==> src/flic_pkg.sv <==
// package for the four level interrupt controller
package flic_pkg;
  // ----------------------------------------
  // register map (axi4-lite byte addresses)
  // ----------------------------------------
  localparam logic [7:0] ADDR_ENABLE = 8'h00; // interrupt_enable_reg
  localparam logic [7:0] ADDR_PRIO_LOW = 8'h04; // priority_low_bits
  localparam logic [7:0] ADDR_PRIO_HIGH = 8'h08; // priority_high_bits
  localparam logic [7:0] ADDR_EXT_CTRL = 8'h0c; // ext_int_control
  localparam logic [7:0] ADDR_IRQ_STATUS = 8'h10; // sticky events, w1c
  localparam logic [7:0] ADDR_IRQ_MASK = 8'h14; // event mask
  localparam logic [7:0] ADDR_STATE = 8'h18; // in-service and winner view
  // ----------------------------------------
  // field positions
  // ----------------------------------------
  localparam int EN_GLOBAL_BIT = 7; // global_irq_enable
  localparam int XC_EXT2_EN_BIT = 2; // ext2_enable
  localparam int XC_EXT2_PL_BIT = 3; // ext2_priority_low
  localparam int XC_EXT3_EN_BIT = 6; // ext3_enable
  localparam int XC_EXT3_PL_BIT = 7; // ext3_priority_low
  localparam int EV_VECTOR_BIT = 0; // status: vector call issued
  localparam int EV_RETURN_BIT = 1; // status: isr_return seen
  localparam int EV_WAKE_BIT = 2; // status: wakeup raised
  // ----------------------------------------
  // source numbering in ranking order
  // ----------------------------------------
  localparam int NSRC = 8;
  localparam logic [2:0] SRC_EXT0 = 3'h0;
  localparam logic [2:0] SRC_TIMER0 = 3'h1;
  localparam logic [2:0] SRC_EXT1 = 3'h2;
  localparam logic [2:0] SRC_TIMER1 = 3'h3;
  localparam logic [2:0] SRC_SERIAL = 3'h4;
  localparam logic [2:0] SRC_TIMER2 = 3'h5;
  localparam logic [2:0] SRC_EXT2 = 3'h6;
  localparam logic [2:0] SRC_EXT3 = 3'h7;
  // ----------------------------------------
  // timing
  // ----------------------------------------
  localparam int CALL_CYCLES = 4; // machine cycles of a vector call
  localparam logic [2:0] CALL_LAST = 3'h3; // last call cycle index
  localparam logic [15:0] VEC_BASE = 16'h0003; // ext0 vector
  localparam logic [15:0] VEC_STEP = 16'h0008; // vector spacing
  // ----------------------------------------
  // types
  // ----------------------------------------
  typedef enum logic [1:0] {
    ST_RUN = 2'b00, // polling
    ST_CALL = 2'b01 // vector call in progress
  } flic_state_t;
  typedef struct packed {
    logic [7:0] ext_flags; // ext0..ext3 at 0,1,2,3 and spare
    logic timer0_overflow_flag;
    logic timer1_overflow_flag;
    logic timer2_overflow_flag;
    logic timer2_ext_flag;
    logic uart_rx_flag;
    logic uart_tx_flag;
  } flic_flags_t;
  typedef struct packed {
    logic last_cycle; // final machine cycle of instruction
    logic is_isr_return; // instruction is isr_return
    logic is_subroutine_exit; // instruction is subroutine_exit
    logic writes_irq_regs; // writes enable/priority/ext control
  } flic_cpu_t;
endpackage

==> src/flic_ctrl.sv <==
// four level interrupt controller with axi4-lite registers
`timescale 1ns/1ps
module flic_ctrl (
  input wire logic aclk, // core clock
  input wire logic aresetn, // synchronous reset, active low
  input wire logic mc_strobe, // one pulse per machine cycle
  input wire flic_pkg::flic_flags_t flags, // source flags
  input wire logic [1:0] ext01_edge_mode, // ext0/ext1 edge mode
  input wire flic_pkg::flic_cpu_t cpu, // instruction status
  input wire logic [15:0] pc_in, // pc to push
  output logic call_req, // vector call active
  output logic [15:0] call_vector, // vector for pc
  output logic push_pc, // push pc pulse
  output logic [15:0] push_value, // pushed pc
  output logic pop_pc, // pop pc pulse
  output logic [3:0] clear_flags, // clear t0,t1,e0,e1 pulse
  output logic wakeup, // power-down wake
  output logic irq, // status interrupt
  input wire logic [7:0] s_axi_awaddr, // write address
  input wire logic s_axi_awvalid, // write address valid
  output logic s_axi_awready, // write address ready
  input wire logic [31:0] s_axi_wdata, // write data
  input wire logic [3:0] s_axi_wstrb, // byte enables
  input wire logic s_axi_wvalid, // write data valid
  output logic s_axi_wready, // write data ready
  output logic [1:0] s_axi_bresp, // write response
  output logic s_axi_bvalid, // write response valid
  input wire logic s_axi_bready, // write response ready
  input wire logic [7:0] s_axi_araddr, // read address
  input wire logic s_axi_arvalid, // read address valid
  output logic s_axi_arready, // read address ready
  output logic [31:0] s_axi_rdata, // read data
  output logic [1:0] s_axi_rresp, // read response
  output logic s_axi_rvalid, // read valid
  input wire logic s_axi_rready // read ready
);
  // ----------------------------------------
  // state
  // ----------------------------------------
  typedef struct packed {
    flic_pkg::flic_state_t st; // sequencer state
    logic [2:0] cyc; // call cycle count
    logic [2:0] win; // latched winner
    logic [1:0] wlvl; // latched winner level
    logic [3:0] in_service; // one per level
    logic [7:0] en; // interrupt_enable_reg
    logic [7:0] plo; // priority_low_bits
    logic [7:0] phi; // priority_high_bits
    logic [7:0] xc; // ext_int_control
    logic [2:0] ists; // sticky events
    logic [2:0] imask; // event mask
    logic [7:0] req_smp; // sampled requests
    logic call_req;
    logic [15:0] call_vector;
    logic push_pc;
    logic [15:0] push_value;
    logic pop_pc;
    logic [3:0] clear_flags;
    logic wakeup;
    logic irq;
    logic aw_hold; // write address taken
    logic [7:0] awa;
    logic w_hold; // write data taken
    logic [31:0] wd;
    logic [3:0] ws;
    logic bvalid;
    logic [1:0] bresp;
    logic rvalid;
    logic [31:0] rdata;
    logic [1:0] rresp;
    logic awready, wready, arready; // registered readies
  } flic_regs_t;
  flic_regs_t r;
  flic_regs_t next_r;

  // level of a source from its two priority bits
  function automatic logic [1:0] src_level(input logic hi, input logic lo);
    src_level = {hi, lo};
  endfunction

  // vector of a source index
  function automatic logic [15:0] src_vector(input logic [2:0] s);
    src_vector = flic_pkg::VEC_BASE + 16'(s) * flic_pkg::VEC_STEP;
  endfunction

  // byte-lane merge of a write
  function automatic logic [7:0] lane0(input logic [7:0] old, input logic [31:0] d,
                                       input logic [3:0] s);
    lane0 = s[0] ? d[7:0] : old;
  endfunction

  // ----------------------------------------
  // request and arbitration logic
  // ----------------------------------------
  logic [7:0] raw_req; // source requests
  logic [7:0] src_en; // per-source enables
  logic [1:0] lvl [flic_pkg::NSRC]; // level per source
  logic [2:0] pick; // chosen source
  logic [1:0] pick_lvl; // its level
  logic pick_ok; // some request
  logic [1:0] top_is; // highest level in service
  logic any_is; // any level in service
  logic may_call; // conditions met

  always_comb begin
    // requests, serial and timer2 are ORed pairs
    raw_req = {flags.ext_flags[3], flags.ext_flags[2],
               flags.timer2_overflow_flag | flags.timer2_ext_flag,
               flags.uart_rx_flag | flags.uart_tx_flag,
               flags.timer1_overflow_flag, flags.ext_flags[1],
               flags.timer0_overflow_flag, flags.ext_flags[0]};
    // enables, ext2/ext3 live in ext control
    src_en = {r.xc[flic_pkg::XC_EXT3_EN_BIT], r.xc[flic_pkg::XC_EXT2_EN_BIT],
              r.en[5], r.en[4], r.en[3], r.en[2], r.en[1], r.en[0]};
    if (!r.en[flic_pkg::EN_GLOBAL_BIT]) begin
      src_en = 8'h00;
    end
    // priority per source
    for (int i = 0; i < 6; i++) begin
      lvl[i] = src_level(r.phi[i], r.plo[i]);
    end
    lvl[6] = src_level(r.phi[6], r.xc[flic_pkg::XC_EXT2_PL_BIT]);
    lvl[7] = src_level(r.phi[7], r.xc[flic_pkg::XC_EXT3_PL_BIT]);
    // highest level first, lowest index within a level
    pick = 3'h0;
    pick_lvl = 2'h0;
    pick_ok = 1'b0;
    for (int i = flic_pkg::NSRC - 1; i >= 0; i--) begin
      if (r.req_smp[i] && (!pick_ok || lvl[i] >= pick_lvl)) begin
        pick = 3'(i);
        pick_lvl = lvl[i];
        pick_ok = 1'b1;
      end
    end
    // highest active in-service level
    top_is = 2'h0;
    any_is = |r.in_service;
    for (int l = 0; l < 4; l++) begin
      if (r.in_service[l]) begin
        top_is = 2'(l);
      end
    end
    // strictly higher than anything in service
    may_call = pick_ok && (!any_is || pick_lvl > top_is)
               && cpu.last_cycle && !cpu.is_isr_return
               && !cpu.writes_irq_regs && r.st == flic_pkg::ST_RUN;
  end

  // ----------------------------------------
  // next state
  // ----------------------------------------
  logic aw_take, w_take, ar_take;
  logic [7:0] waddr;
  logic [31:0] wdat;
  logic [3:0] wstb;
  logic do_write;
  logic [2:0] ev;

  always_comb begin
    next_r = r;
    ev = 3'h0;
    next_r.push_pc = 1'b0;
    next_r.pop_pc = 1'b0;
    next_r.clear_flags = 4'h0;
    // sample flags each machine cycle, nothing kept past it
    if (mc_strobe) begin
      next_r.req_smp = raw_req & src_en;
    end
    // sequencer
    case (r.st)
      flic_pkg::ST_RUN: begin
        if (mc_strobe && may_call) begin
          next_r.st = flic_pkg::ST_CALL;
          next_r.cyc = 3'h0;
          next_r.win = pick;
          next_r.wlvl = pick_lvl;
          next_r.call_req = 1'b1;
          next_r.call_vector = src_vector(pick);
          next_r.in_service[pick_lvl] = 1'b1;
          next_r.push_pc = 1'b1;
          next_r.push_value = pc_in;
          next_r.clear_flags = {ext01_edge_mode[1] && pick == flic_pkg::SRC_EXT1,
                                ext01_edge_mode[0] && pick == flic_pkg::SRC_EXT0,
                                pick == flic_pkg::SRC_TIMER1,
                                pick == flic_pkg::SRC_TIMER0};
          ev[flic_pkg::EV_VECTOR_BIT] = 1'b1;
        end else if (mc_strobe && cpu.last_cycle && cpu.is_isr_return) begin
          next_r.pop_pc = 1'b1;
          if (any_is) begin
            next_r.in_service[top_is] = 1'b0;
          end
          ev[flic_pkg::EV_RETURN_BIT] = 1'b1;
        end else if (mc_strobe && cpu.last_cycle && cpu.is_subroutine_exit) begin
          next_r.pop_pc = 1'b1;
        end
      end
      flic_pkg::ST_CALL: begin
        if (mc_strobe) begin
          next_r.cyc = r.cyc + 3'h1;
          if (r.cyc == flic_pkg::CALL_LAST) begin
            next_r.st = flic_pkg::ST_RUN;
            next_r.call_req = 1'b0;
          end
        end
      end
      default: begin
        next_r.st = flic_pkg::ST_RUN;
      end
    endcase
    // wake only from enabled external sources
    next_r.wakeup = |(raw_req & src_en & 8'hc5);
    if (next_r.wakeup && !r.wakeup) begin
      ev[flic_pkg::EV_WAKE_BIT] = 1'b1;
    end
    // axi4-lite write side
    aw_take = s_axi_awvalid && r.awready;
    w_take = s_axi_wvalid && r.wready;
    if (aw_take) begin
      next_r.aw_hold = 1'b1;
      next_r.awa = s_axi_awaddr;
    end
    if (w_take) begin
      next_r.w_hold = 1'b1;
      next_r.wd = s_axi_wdata;
      next_r.ws = s_axi_wstrb;
    end
    waddr = aw_take ? s_axi_awaddr : r.awa;
    wdat = w_take ? s_axi_wdata : r.wd;
    wstb = w_take ? s_axi_wstrb : r.ws;
    do_write = (aw_take || r.aw_hold) && (w_take || r.w_hold) && !r.bvalid;
    if (do_write) begin
      next_r.aw_hold = 1'b0;
      next_r.w_hold = 1'b0;
      next_r.bvalid = 1'b1;
      next_r.bresp = 2'b00;
      case (waddr)
        flic_pkg::ADDR_ENABLE: next_r.en = lane0(r.en, wdat, wstb);
        flic_pkg::ADDR_PRIO_LOW: next_r.plo = lane0(r.plo, wdat, wstb);
        flic_pkg::ADDR_PRIO_HIGH: next_r.phi = lane0(r.phi, wdat, wstb);
        flic_pkg::ADDR_EXT_CTRL: next_r.xc = lane0(r.xc, wdat, wstb);
        flic_pkg::ADDR_IRQ_STATUS: begin
          if (wstb[0]) begin
            next_r.ists = r.ists & ~wdat[2:0];
          end
        end
        flic_pkg::ADDR_IRQ_MASK: begin
          if (wstb[0]) begin
            next_r.imask = wdat[2:0];
          end
        end
        flic_pkg::ADDR_STATE: next_r.bresp = 2'b00;
        default: next_r.bresp = 2'b10; // unmapped: slverr
      endcase
    end else if (r.bvalid && s_axi_bready) begin
      next_r.bvalid = 1'b0;
    end
    // events set after clear so a set wins
    next_r.ists = next_r.ists | ev;
    next_r.irq = |(next_r.ists & next_r.imask);
    // axi4-lite read side
    ar_take = s_axi_arvalid && r.arready;
    if (ar_take) begin
      next_r.rvalid = 1'b1;
      next_r.rresp = 2'b00;
      case (s_axi_araddr)
        flic_pkg::ADDR_ENABLE: next_r.rdata = {24'h000000, r.en};
        flic_pkg::ADDR_PRIO_LOW: next_r.rdata = {24'h000000, r.plo};
        flic_pkg::ADDR_PRIO_HIGH: next_r.rdata = {24'h000000, r.phi};
        flic_pkg::ADDR_EXT_CTRL: next_r.rdata = {24'h000000, r.xc};
        flic_pkg::ADDR_IRQ_STATUS: next_r.rdata = {29'h00000000, r.ists};
        flic_pkg::ADDR_IRQ_MASK: next_r.rdata = {29'h00000000, r.imask};
        flic_pkg::ADDR_STATE: next_r.rdata = {16'h0000, r.call_req, r.win,
                                              r.wlvl, 6'h00, r.in_service};
        default: begin
          next_r.rdata = 32'h00000000;
          next_r.rresp = 2'b10;
        end
      endcase
    end else if (r.rvalid && s_axi_rready) begin
      next_r.rvalid = 1'b0;
    end
    // readies from flops, low for one cycle after reset
    next_r.awready = !next_r.aw_hold && !next_r.bvalid;
    next_r.wready = !next_r.w_hold && !next_r.bvalid;
    next_r.arready = !next_r.rvalid;
  end

  // ----------------------------------------
  // register the state
  // ----------------------------------------
  always_ff @(posedge aclk) begin
    if (!aresetn) begin
      r <= '0;
    end else begin
      r <= next_r;
    end
  end

  // outputs straight from flops
  assign call_req = r.call_req;
  assign call_vector = r.call_vector;
  assign push_pc = r.push_pc;
  assign push_value = r.push_value;
  assign pop_pc = r.pop_pc;
  assign clear_flags = r.clear_flags;
  assign wakeup = r.wakeup;
  assign irq = r.irq;
  assign s_axi_awready = r.awready;
  assign s_axi_wready = r.wready;
  assign s_axi_bvalid = r.bvalid;
  assign s_axi_bresp = r.bresp;
  assign s_axi_arready = r.arready;
  assign s_axi_rvalid = r.rvalid;
  assign s_axi_rdata = r.rdata;
  assign s_axi_rresp = r.rresp;
endmodule

==> config.mk <==
export PLATFORM = sky130hd
export DESIGN_NAME = flic_ctrl
export DESIGN_NICKNAME = d
export VERILOG_FILES = /design/src/flic_pkg.sv /design/src/flic_ctrl.sv
export SDC_FILE = /design/constraint.sdc
export NUM_CORES = 1
export LEC_CHECK = 0
export BUFFER_PORTS_ARGS = -buffer_cell sky130_fd_sc_hd__buf_2
export CAP_MARGIN = 10
export CORE_MARGIN = 3
export CORE_UTILIZATION = 25
export DETAILED_ROUTE_END_ITERATION = 16
export MAX_ROUTING_LAYER = met4
export SYNTH_ARGS = -nofsm -noshare
export SYNTH_HDL_FRONTEND = slang
export SYNTH_SLANG_ARGS = --single-unit
export TNS_END_PERCENT = 5
==> constraint.sdc <==
create_clock -name aclk -period 12.7 [get_ports aclk]
set_input_delay 3.81 -clock aclk [delete_from_list [all_inputs] [get_ports aclk]]
set_output_delay 3.81 -clock aclk [all_outputs]
set_load 0.02 [all_outputs]
# Word-level counts from Yosys, hierarchy flattened
# Index checks and enable logic that the tools add are counted.
totals:
  register_bits: 188
  latch_bits: 0
  ramBits: 0
  rom_bits: 0
  input_bits: 96
  output_inout_bits: 82
  word_cells: 229
  mem_count: 0
classes:
  n_addsub: 2
  mul: 0
  div_mod_pow: 0
  magnitude_cmp: 12
  n_eq_ne: 20
  shifts: 0
  n_mux: 70
  bitwise_logic: 12
  reduce_logical: 80
op_table:
  columns: ["op", "count"]
  rows:
  - ["$pmux W16 S7", 1]
  - ["$eq A8 B5 Y1 const B", 6]
  - ["$mux W37", 1]
  - ["$mux W3", 12]
  - ["$mux W34", 1]
  - ["$eq A8 B4 Y1 const B", 4]
  - ["$logic_and A1 B1 Y1", 30]
  - ["$mux W2", 14]
  - ["$mux W1", 26]
  - ["$mux W8", 3]
  - ["$reduce_and A3 Y1", 8]
  - ["$eq A8 B3 Y1 const B", 2]
  - ["$logic_not A1 Y1", 16]
  - ["$logic_not A8 Y1", 2]
  - ["$ge A2 B2 Y1", 7]
  - ["$reduce_or A7 Y1", 2]
  - ["$mux W4", 3]
  - ["$logic_or A1 B1 Y1", 10]
  - ["$mux W10", 1]
  - ["$eq A3 B2 Y1 const B", 3]
  - ["$mux W9", 1]
  - ["$and A8 B8 Y8", 1]
  - ["$reduce_or A4 Y1", 2]
  - ["$add A2 B6 Y7 const A", 1]
  - ["other kinds (28)", 39]

# Logic depth before layout (Yosys ltp)
# Gate-level depths: netlist (run 1).
depth:
  ltp_word: 42
  mapped_depth: 48
  mapped_depth_nobuf: 47

# Worst setup path before layout (run 1)
# OpenSTA, ideal clock, no wires.
synth_timing:
  kind: "register -> register"
  from: "register r[135] in the netlist's numbering"
  to: "register r[179] in the netlist's numbering"
  setup_ps: 115
  arrival_ps: 9899
  required_ps: 12585
  path_slack_ps: 2686
  path_stages_with_launch: 45
  path_buffers: 2
  synth_period_minus_slack_ps: 10014
  cell_sequence: "dfxtp_1 nand2_1 ha_1 and2_2 a22o_2 a21o_1 ha_1 nand2b_1 a211o_1 a221oi_1 nor2_1 ha_1 nor2b_1 o211ai_1 o31ai_2 ha_1 nand2b_1 a211o_1 (+9 left out) a21oi_1 a21oi_1 o31ai_1 o21a_1 ha_1 nand2b_1 a21oi_1 a21oi_1 and2_1 o21bai_1 ha_1 nor2b_1 o21ai_0 a2111oi_0 o21ai_0 clkbuf_1 clkbuf_1 o21ba_1"
synth_via:
  elab_chain_cells: 38
  elab_cells_between_ends: 53
  cone_classes: "8 x order compare; 16 x mux; 29 x reduce/logical"
synth_rtl:
  columns: ["item", "line_no", "source"]
  rows:
  - ["start, declared", "flic_ctrl.sv:73", "flic_regs_t r;"]
  - ["start signal, assigned", "flic_ctrl.sv:295", "r <= next_r;"]
  - ["$mux W2 or $mux W1 (tied branches)", "flic_ctrl.sv:129", "if (r.req_smp[i] && (!pick_ok || lvl[i] >= pick_lvl)) begin"]
  - ["$ge A2 B2 Y1 or $logic_not A1 Y1 (tied branches)", "flic_ctrl.sv:129", null]
  - ["$logic_or A1 B1 Y1", "flic_ctrl.sv:129", null]
  - ["$logic_and A1 B1 Y1", "flic_ctrl.sv:129", null]
  - ["$mux W2 or $mux W1 (tied branches)", "flic_ctrl.sv:129", null]
  - ["$ge A2 B2 Y1 or $logic_not A1 Y1 (tied branches)", "flic_ctrl.sv:129", null]
  - ["$logic_or A1 B1 Y1", "flic_ctrl.sv:129", null]
  - ["$logic_and A1 B1 Y1", "flic_ctrl.sv:129", null]
  - ["(+21 left out)", null, null]
  - ["named net pick_lvl[1]", "flic_ctrl.sv:99", "logic [1:0] pick_lvl;"]
  - ["$gt A2 B2 Y1", "flic_ctrl.sv:144", "may_call = pick_ok && (!any_is || pick_lvl > top_is)"]
  - ["$logic_or A1 B1 Y1", "flic_ctrl.sv:144", null]
  - ["$logic_and A1 B1 Y1", "flic_ctrl.sv:144", null]
  - ["$logic_and A1 B1 Y1 (2 in a row)", "flic_ctrl.sv:145", "&& cpu.last_cycle && !cpu.is_isr_return"]
  - ["$logic_and A1 B1 Y1 (2 in a row)", "flic_ctrl.sv:146", "&& !cpu.writes_irq_regs && r.st == flic_pkg::ST_RUN;"]
  - ["$logic_and A1 B1 Y1", "flic_ctrl.sv:172", "if (mc_strobe && may_call) begin"]
  - ["$reduce_and A2 Y1 (no line)", null, null]
# Mark *: on every way through the listed nets, which the timed path passes. The rest lies on a longest branch.
# A chain may end at the register's enable or synchronous reset.

# Final worst setup path (run 1)
layout_timing:
  from: "register r[135] in the netlist's numbering"
  to: "register r, in the netlist clear_flags[3]"
layout_via:
  elab_chain_cells: 38
  elab_cells_between_ends: 63
  cone_classes: "8 x order compare; 1 x eq/ne; 24 x mux; 30 x reduce/logical"
layout_rtl:
  columns: ["item", "line_no"]
  rows:
  - ["$mux W2 or $mux W1 (tied branches)", "flic_ctrl.sv:129"]
  - ["$ge A2 B2 Y1 or $logic_not A1 Y1 (tied branches)", "flic_ctrl.sv:129"]
  - ["$logic_or A1 B1 Y1", "flic_ctrl.sv:129"]
  - ["$logic_and A1 B1 Y1", "flic_ctrl.sv:129"]
  - ["$mux W2 or $mux W1 (tied branches)", "flic_ctrl.sv:129"]
  - ["$ge A2 B2 Y1 or $logic_not A1 Y1 (tied branches)", "flic_ctrl.sv:129"]
  - ["$logic_or A1 B1 Y1", "flic_ctrl.sv:129"]
  - ["$logic_and A1 B1 Y1", "flic_ctrl.sv:129"]
  - ["(+21 left out)", null]
  - ["named net pick_lvl[1]", "flic_ctrl.sv:99"]
  - ["$gt A2 B2 Y1 *", "flic_ctrl.sv:144"]
  - ["$logic_or A1 B1 Y1 *", "flic_ctrl.sv:144"]
  - ["$logic_and A1 B1 Y1 *", "flic_ctrl.sv:144"]
  - ["$logic_and A1 B1 Y1 * (2 in a row)", "flic_ctrl.sv:145"]
  - ["$logic_and A1 B1 Y1 * (2 in a row)", "flic_ctrl.sv:146"]
  - ["$logic_and A1 B1 Y1 *", "flic_ctrl.sv:172"]
  - ["$reduce_and A3 Y1 (no line) *", null]
# Marked as above.

==> out/results.ini, run 1 <==
[placement]
place_inst=1112
dpl_cell_area_um2=6749
dpl.hpwl_um=12800
portBuffers=115
gp_congestion=0.8547

[route]
firstDrtPassIters=5
drc=0
routedWlPerCell_um=14.92
vias=5240
drt_iter0_markers=317
drt-total-wl_um=17130
via_per_inst=4.564
antenna_left=0

[layout]
mostFrequentLayoutCell=dfxtp_1
fin_nets=921
mostFrequentLayoutCells=dfxtp_1 (125), buf_2 (115), nand2_1 (92)
fill_cells=2587
fin_util_pct=30.03
synthToLayoutAreaGrowth_pct=17.25
final_layout_size_suffix_gt1_share_pct=20.78
finalNonFillerCells=1148
fin_area_um2=7347

[die]
fp-row-count=57
die_y_um=164.3
io_pins=178
coreArea_um2=24460
die_w_um=164.3
initial_utilization_pct=25.62
design.die.area_um2=27000

[global_routing]
grt_usage_pct=12.98
first_global_vias=4866
antenna_found_initial=6
grt_remaining_overflow=0
grt_max_degree=49
grt_pass1_wl_um=26290

[timing]
slew_headroom_pct=38.84
hold_viol_final=0
slew_viol_final=0
rsz0062_at_grt=false
clock_skew_ps=7.747
clock.fmax_mhz=86.12
fin_tns_setup_ps=0
worst-slew-pin-transition_ps=914.1
fin_crit_sh_pct=91.44
setup_viol=0
min_period_ps=11610

[worst_setup_path]
crit_path_end_kind=flip-flop
ff2ff_path_depth=46
r2r_setup_slack_ps=1090
reg2reg_from=r[135]
startpoint_type=flip-flop
cp_slowest_cell=o31ai_2
r2r_end=clear_flags[3]
crit_top_cell=ha_1
cp-startpoint=r[135]
cp.arrival_ps=11970
worstSetupPathType=flip-flop to flip-flop
cpPeakStageDelay_ps=510
cp_num_buf_inv=1
worst_ep_required_time_ps=13060
cp_max_fo=23
cp_top_family=compound AO/OA/AOI/OAI gates

[hold_path]
hold_end=s_axi_awready
min_path_cells=1
hold_path.class=flip-flop to flip-flop
hp-start=r[86]

[status]
outcome=finished clean

[synth]
seq_area_frac_synth_pct=39.94
synth_cell_types=63
synth_warnings=0
syn_area_um2=6266
syn_avg_cell_area_um2=8.479
ys.flop_type=dfxtp_1
synth-edff-count=0
synth_seq_cells=125
syn_inst=739
async_flop_share_pct=0

[cts]
postCtsHoldBufs=0
cts_sinks=125
cts_tree=yes
clk_latency_ps=410
cts_buffers=17
clock_path_buffers=2
htreeDepth=4
clk_pin_slew_ps=60
clock-root-buffer=clkbuf_16

[power_and_ir_drop]
peakVddDrop_uv=70.94
power_density_nw_per_um2=127.9
p_leak_nw=3.070

[run]
maxCapViolCount=0

==> where the power goes <==
part	internal, mW	switching (mW)	leakage, nW
Clock	0.307	0.174	0.278
Combinational	0.0194	0.0390	1.78
Sequential	0.398	0.00273	1.01
==> cells in the mapped netlist (all sizes together), types with 8 or more instances <==
master | instances | area share (%)
clkbuf | 25 | 1.5
a22oi | 17 | 2.0
mux2i | 25 | 4.0
dfxtp | 125 | 40
nand2 | 92 | 5.5
nand4 | 8 | 0.80
o21ai | 24 | 1.9
and2 | 21 | 2.1
mux2 | 10 | 1.8
nor2 | 60 | 3.6
a211oi | 13 | 1.6
nor2b | 12 | 1.2
nand3 | 19 | 1.5
inv | 23 | 1.4
buf | 76 | 8.9
nand2b | 19 | 1.9
ha | 18 | 3.6
nor3 | 10 | 0.88
a21oi | 62 | 5.0
==> how the worst max path moves through the flow <==
stage,depth (start not counted),to
finish,46,clear_flags[3]
global route,46,clear_flags[3]
CTS,46,clear_flags[3]
detailed placement,46,clear_flags[3]
global placement,46,clear_flags[3]
floorplan,44,r[179]
==> metrics by stage <==
| stage | power [mW] | hold slack, ps | setup slack, ps |
|---|---|---|---|
| after global placement | 0.4665 | 411.6 | 1037 |
| after floorplan | 0.4533 | 400.4 | 2686 |
| final | 0.9400 | 434.9 | 1088 |
| after detailed placement | 0.4674 | 425.4 | 885.1 |
| after CTS | 0.9504 | 434.5 | 857.0 |
| after global routing | 0.9720 | 459.9 | 120.9 |
==> layout make-up <==
cell class | instances | area, um2 | share of cell area (%)
multi-input combinational | 520 | 3148 | 42.85
clock buffer | 24 | 491.7 | 6.693
antenna | 6 | 15.01 | 0.2044
sequential | 125 | 2502 | 34.06
clock inverter | 6 | 85.08 | 1.158
timing repair buffer | 120 | 613.1 | 8.345
tap | 324 | 405.4 | 5.518
inverter | 23 | 86.33 | 1.175
==> metal layers <==
metal	global-route usage (%)	vias to the layer above	share of wire [%]
met3	3.632	16	6.6
li1	-	2647	-
met4	5.421	0	1.6
met1	16.46	2435	46
met5	-	-	0
met2	19.39	142	46
==> state kept, by name (all words and copies together) (netlist names) <==
name and cells:
push_pc 1, call_req 1, s_axi_wready 1, clear_flags 4, s_axi_bresp 1, call_vector 1
r 62, s_axi_bvalid 1, s_axi_arready 1, s_axi_awready 1, pop_pc 1, s_axi_rresp 1
irq 1, wakeup 1, lvl 16, push_value 16, s_axi_rvalid 1, s_axi_rdata 14
==> repair_timing <==
action,4_1_cts,5_1_grt
setup buffers,0,0
setup endpoints to repair,0,11
gates resized for setup,0,2
==> cell families after synthesis <==
family / Yosys count / synth area share, %
flip-flops: 125 / 39.94
adder cells (fa/ha/maj): 18 / 3.594
XOR/XNOR: 1 / 0.1398
multiplexers: 35 / 5.791
AND/OR/NAND/NOR: 257 / 19.53
buffers and inverters: 124 / 11.78
AO/OA/AOI/OAI: 178 / 19.17
other: 1 / 0.05985
Note: power is estimated with default switching activity, not from simulation.
==> inputs of run 2 (changes only) <==
--- a/config.mk
+++ b/config.mk
@@ -7,6 +7,7 @@
 export LEC_CHECK = 0
 export BUFFER_PORTS_ARGS = -buffer_cell sky130_fd_sc_hd__buf_2
 export CAP_MARGIN = 10
+export CORE_ASPECT_RATIO = 0.7
 export CORE_MARGIN = 3
 export CORE_UTILIZATION = 25
 export DETAILED_ROUTE_END_ITERATION = 16
==> out/results.ini, run 2 (synthesized netlist as in run 1, its figures left out) <==
[cts]
htreeDepth=4  ; unchanged
clock-root-buffer=clkbuf_16  ; unchanged
clk_latency_ps=420  ; was 410 ps
cts_sinks=125  ; unchanged
postCtsHoldBufs=0  ; unchanged
cts_buffers=17  ; unchanged
clk_pin_slew_ps=60  ; about the same
clock_path_buffers=2  ; unchanged
cts_tree=yes  ; unchanged

[route]
routedWlPerCell_um=15.51  ; was 14.92 um
vias=5255  ; was 5240
drt-total-wl_um=17680  ; was 17130 um
firstDrtPassIters=6  ; was 5
drt_iter0_markers=411  ; was 317
drc=0  ; unchanged
via_per_inst=4.610  ; was 4.564
antenna_left=0  ; unchanged

[layout]
mostFrequentLayoutCell=dfxtp_1  ; unchanged
fin_nets=920  ; was 921
top_register=r  ; unchanged
final_layout_size_suffix_gt1_share_pct=21.00  ; was 20.78%
mostFrequentLayoutCells=dfxtp_1 (125), buf_2 (115), nand2_1 (92)  ; unchanged
synthToLayoutAreaGrowth_pct=16.15  ; was 17.25%
largest_register_ffs=62  ; unchanged

[die]
coreArea_um2=24110  ; was 24460 um2
initial_utilization_pct=25.99  ; was 25.62%
design.die.area_um2=27030  ; was 27000 um2
fp-row-count=47  ; was 57
io_pins=178  ; unchanged
die_y_um=138.5  ; was 164.3 um
die_w_um=195.2  ; was 164.3 um

[status]
outcome=finished clean  ; unchanged

[timing]
fin_crit_sh_pct=92.25  ; was 91.44%
fin_tns_setup_ps=0  ; unchanged
rsz0062_at_grt=false  ; unchanged
hold_viol_final=0  ; unchanged
clock_skew_ps=10.63  ; was 7.747 ps
slew_headroom_pct=19.66  ; was 38.84%
worst-slew-pin-transition_ps=1203  ; was 914.1 ps
hold_slack_ps=432.6  ; was 434.9 ps
setup_viol=0  ; unchanged
min_period_ps=11720  ; was 11610 ps
slew_viol_final=0  ; unchanged
clock.fmax_mhz=85.35  ; was 86.12 MHz

[placement]
gp_congestion=0.8769  ; was 0.8547
dpl.hpwl_um=13300  ; was 12800 um
portBuffers=115  ; unchanged

[worst_setup_path]
cpPeakStageDelay_ps=600  ; was 510 ps
cp.arrival_ps=12070  ; was 11970 ps
worst_ep_required_time_ps=13060  ; about the same
worstSetupPathType=flip-flop to flip-flop  ; unchanged
cp_max_fo=17  ; was 23
crit_path_end_kind=flip-flop  ; unchanged
crit_top_cell=ha_1  ; unchanged
startpoint_type=flip-flop  ; unchanged
cp_slowest_cell=a2111oi_1  ; was o31ai_2

[global_routing]
grt_usage_pct=13.35  ; was 12.98%
grt_remaining_overflow=0  ; unchanged
grt_max_degree=67  ; was 49
antenna_found_initial=3  ; was 6
first_global_vias=4777  ; was 4866
grt_pass1_wl_um=27590  ; was 26290 um

[power_and_ir_drop]
power_density_nw_per_um2=123.8  ; was 127.9 nW/um2
p_leak_nw=3.038  ; was 3.070 nW
peakVddDrop_uv=90.21  ; was 70.94 uV

[hold_path]
hold_path.class=flip-flop to flip-flop  ; unchanged

[run]
maxCapViolCount=0  ; unchanged

==> run 2: cell type report <==
class	count	area [um2]
well taps	318	397.9
multi-input cells	520	3143
fillers	2582	16830
repair buffers	119	605.6
flip-flops and latches	125	2502
clock inverters	13	92.59
diodes	3	7.507
inverters	23	86.33
clock buffers	19	442.9
==> run 2: final timing paths <==
kind                            cells past startpoint       endpoint  startpoint  slack (ps)
worst min-delay path                                1  s_axi_awready       r[86]         430
worst min register to register                      1  s_axi_awready       r[86]         430
worst max register to register                     45         r[177]      r[135]         980
worst max-delay path                               45         r[177]      r[135]         980
==> run 2: what timing repair did <==
item                       CTS  global route
setup buffers                0             0
setup endpoints to repair    0            10
gates resized for setup      0             1
==> run 2: where the power goes <==
| group | internal [mW] | total (mW) | switching [mW] |
|---|---|---|---|
| sequential | 0.398 | 0.401 | 0.00285 |
| combinational | 0.0194 | 0.0584 | 0.0390 |
| clock | 0.254 | 0.442 | 0.188 |
| total | 0.671 | 0.901 | 0.230 |
==> run 2: critical path, delay by kind of cell, from the launching register on <==
| kind | cells | cell delay, ps |
|---|---|---|
| multiplexers | 1 | 360 |
| adder cells (fa/ha/maj) | 8 | 2170 |
| flip-flops | 1 | 460 |
| AO/OA/AOI/OAI | 23 | 6750 |
| AND/OR/NAND/NOR | 13 | 1890 |
==> run 2: per-layer routing <==
metal	wire length, um	global-route usage (%)
met5	0	-
met4	188	2.887
met3	1442	4.256
met2	6929	17.19
met1	9122	19.96
==> run 2: stage by stage <==
stage	setup slack, ps	instance area [um2]	cells	power, mW	utilization, %
finish	984.1	7278	1140	0.9013	30.19
global route	6.168	7278	1140	0.9386	30.19
CTS	905.3	7269	1137	0.9137	30.15
detailed placement	994.9	6734	1105	0.4676	27.93
global placement	1053	6734	1105	0.4669	27.93
floorplan	2686	6379	769	0.4533	-
==> inputs of run 3 (changes only) <==
--- a/config.mk
+++ b/config.mk
@@ -9,9 +9,10 @@
 export CAP_MARGIN = 10
 export CORE_ASPECT_RATIO = 0.7
 export CORE_MARGIN = 3
-export CORE_UTILIZATION = 25
+export CORE_UTILIZATION = 53
 export DETAILED_ROUTE_END_ITERATION = 16
 export MAX_ROUTING_LAYER = met4
+export PLACE_DENSITY = 0.81
 export SYNTH_ARGS = -nofsm -noshare
 export SYNTH_HDL_FRONTEND = slang
 export SYNTH_SLANG_ARGS = --single-unit
==> out/results.ini, run 3 (synthesized netlist as in run 1, its figures left out) <==
[route]
firstDrtPassIters=6  ; unchanged
drt-total-wl_um=15170  ; was 17680 um
via_per_inst=5.447  ; was 4.610
drc=0  ; unchanged
drt_iter0_markers=664  ; was 411
vias=5289  ; was 5255
routedWlPerCell_um=15.62  ; was 15.51 um
antenna_left=0  ; unchanged

[timing]
setup_viol=0  ; unchanged
rsz0062_at_grt=false  ; unchanged
clock.fmax_mhz=84.71  ; was 85.35 MHz
hold_viol_final=0  ; unchanged
min_period_ps=11800  ; was 11720 ps
slew_viol_final=0  ; unchanged
fin_tns_setup_ps=0  ; unchanged
clock_skew_ps=7.956  ; was 10.63 ps
slew_headroom_pct=29.28  ; was 19.66%
fin_crit_sh_pct=92.95  ; was 92.25%
worst-slew-pin-transition_ps=1059  ; was 1203 ps
hold_slack_ps=422.1  ; was 432.6 ps

[worst_setup_path]
cp_slowest_cell=a2111oi_1  ; unchanged
r2r_end=clear_flags[3]  ; was r[177]
startpoint_type=flip-flop  ; unchanged
crit_top_cell=ha_1  ; unchanged
r2r_setup_slack_ps=900  ; was 980 ps
cpPeakStageDelay_ps=610  ; was 600 ps
ff2ff_path_depth=46  ; was 45
worstSetupPathType=flip-flop to flip-flop  ; unchanged
worst_ep_required_time_ps=13050  ; was 13060 ps
cp_max_fo=23  ; was 17
cp.arrival_ps=12160  ; was 12070 ps
crit_path_end_kind=flip-flop  ; unchanged
reg2reg_from=r[135]  ; unchanged

[die]
coreArea_um2=11290  ; was 24110 um2
initial_utilization_pct=55.50  ; was 25.99%
design.die.area_um2=13180  ; was 27030 um2
fp-row-count=32  ; was 47
die_y_um=96.97  ; was 138.5 um
die_w_um=136.0  ; was 195.2 um
io_pins=178  ; unchanged

[hold_path]
min_path_cells=1  ; unchanged
hold_path.class=flip-flop to flip-flop  ; unchanged
hold_end=s_axi_awready  ; unchanged
hp-start=r[86]  ; unchanged

[layout]
synthToLayoutAreaGrowth_pct=13.60  ; was 16.15%
top_register=r  ; unchanged
final_layout_size_suffix_gt1_share_pct=21.03  ; was 21.00%
fin_area_um2=7118  ; was 7278 um2
mostFrequentLayoutCells=dfxtp_1 (125), buf_2 (115), nand2_1 (92)  ; unchanged
largest_register_ffs=62  ; unchanged
diodes=0  ; was 3
finalNonFillerCells=971  ; was 1140
mostFrequentLayoutCell=dfxtp_1  ; unchanged
fill_cells=982  ; was 2582
fin_nets=919  ; was 920

[power_and_ir_drop]
peakVddDrop_uv=91.34  ; was 90.21 uV
power_density_nw_per_um2=132.6  ; was 123.8 nW/um2
p_leak_nw=3.067  ; was 3.038 nW
fin_total_pwr_mw=0.9441  ; was 0.9013 mW

[cts]
cts_sinks=125  ; unchanged
clock_path_buffers=2  ; unchanged
cts_buffers=17  ; unchanged
cts_tree=yes  ; unchanged
clock-root-buffer=clkbuf_16  ; unchanged
post-cts-setup-buffer-count=0  ; unchanged
postCtsHoldBufs=0  ; unchanged
htreeDepth=4  ; unchanged
clk_latency_ps=410  ; was 420 ps
clk_pin_slew_ps=60  ; about the same

[placement]
portBuffers=115  ; unchanged
place_inst=939  ; was 1105
dpl.hpwl_um=10730  ; was 13300 um
dpl_cell_area_um2=6520  ; was 6734 um2
gp_congestion=0.9096  ; was 0.8769

[global_routing]
grt_remaining_overflow=0  ; unchanged
grt_max_degree=82  ; was 67
grt_pass1_wl_um=24040  ; was 27590 um
first_global_vias=4699  ; was 4777
antenna_found_initial=0  ; was 3
grt_usage_pct=23.63  ; was 13.35%

[run]
maxCapViolCount=0  ; unchanged

[status]
outcome=finished clean  ; unchanged

-- run 3: cell types whose count changed in the layout (fill, tap and decap cells not counted) --
cell        delta
clkinvlp_4     -1
clkinv_4       -1
buf_4          -1
clkbuf_1       -1
clkinv_2       +1
bufinv_16      +3
diode_2        -3
clkbuf_8       -1
-- run 3: per-layer routing --
layer / share of wire, % / vias to the layer above / global-route usage, % / routed length, um
met3: 8.8 / 28 / 7.328 / 1328
li1: - / 2644 / - / -
met2: 41 / 211 / 32.34 / 6274
met5: 0 / - / - / 0
met4: 1.5 / 0 / 6.274 / 235
met1: 48 / 2406 / 33.70 / 7331
-- run 3: area by class of cell --
cell class	instances	area, um2	share of cell area (%)
clock buffer	17	425.4	5.976
multi-input combinational	520	3143	44.16
clock inverter	15	171.4	2.408
inverter	23	86.33	1.213
timing repair buffer	118	598.1	8.402
tap	153	191.4	2.689
sequential	125	2502	35.16
-- run 3: stage by stage --
| step | setup slack, ps | utilization, % |
|---|---|---|
| finish | 895.2 | 63.04 |
| detailed placement | 1197 | 57.75 |
| CTS | 988.1 | 63.03 |
| global placement | 1223 | 57.75 |
| global route | 0.5604 | 63.04 |
| floorplan | 2686 | - |
-- run 3: how the worst max path moves through the flow --
stage | startpoint | to | depth (start not counted)
2_1_floorplan | r[135] | r[179] | 44
3_3_place_gp | r[135] | r[183] | 46
3_5_place_dp | r[135] | r[183] | 46
4_1_cts | r[135] | clear_flags[3] | 46
5_1_grt | r[135] | clear_flags[3] | 46
6_report | r[135] | clear_flags[3] | 46
-- run 3: power by group --
group | total, mW | switching, mW | internal, mW | leakage (nW)
combinational | 0.0570 | 0.0378 | 0.0192 | 1.77
sequential | 0.401 | 0.00290 | 0.398 | 1.01
clock | 0.486 | 0.179 | 0.307 | 0.285
-- run 3: what timing repair did --
| item | CTS | global route |
|---|---|---|
| endpoints found under the setup margin | 0 | 2 |
| hold endpoints to repair | 0 | 0 |
| gates resized for setup | 0 | 1 |
-- run 3: worst max-delay path, delay by kind of cell (launching register included) --
kind	cells	cell delay, ps
AO/OA/AOI/OAI	20	5890
adder cells (fa/ha/maj)	8	2150
buffers and inverters	1	260
flip-flops	1	460
multiplexers	1	370
AND/OR/NAND/NOR	16	2580
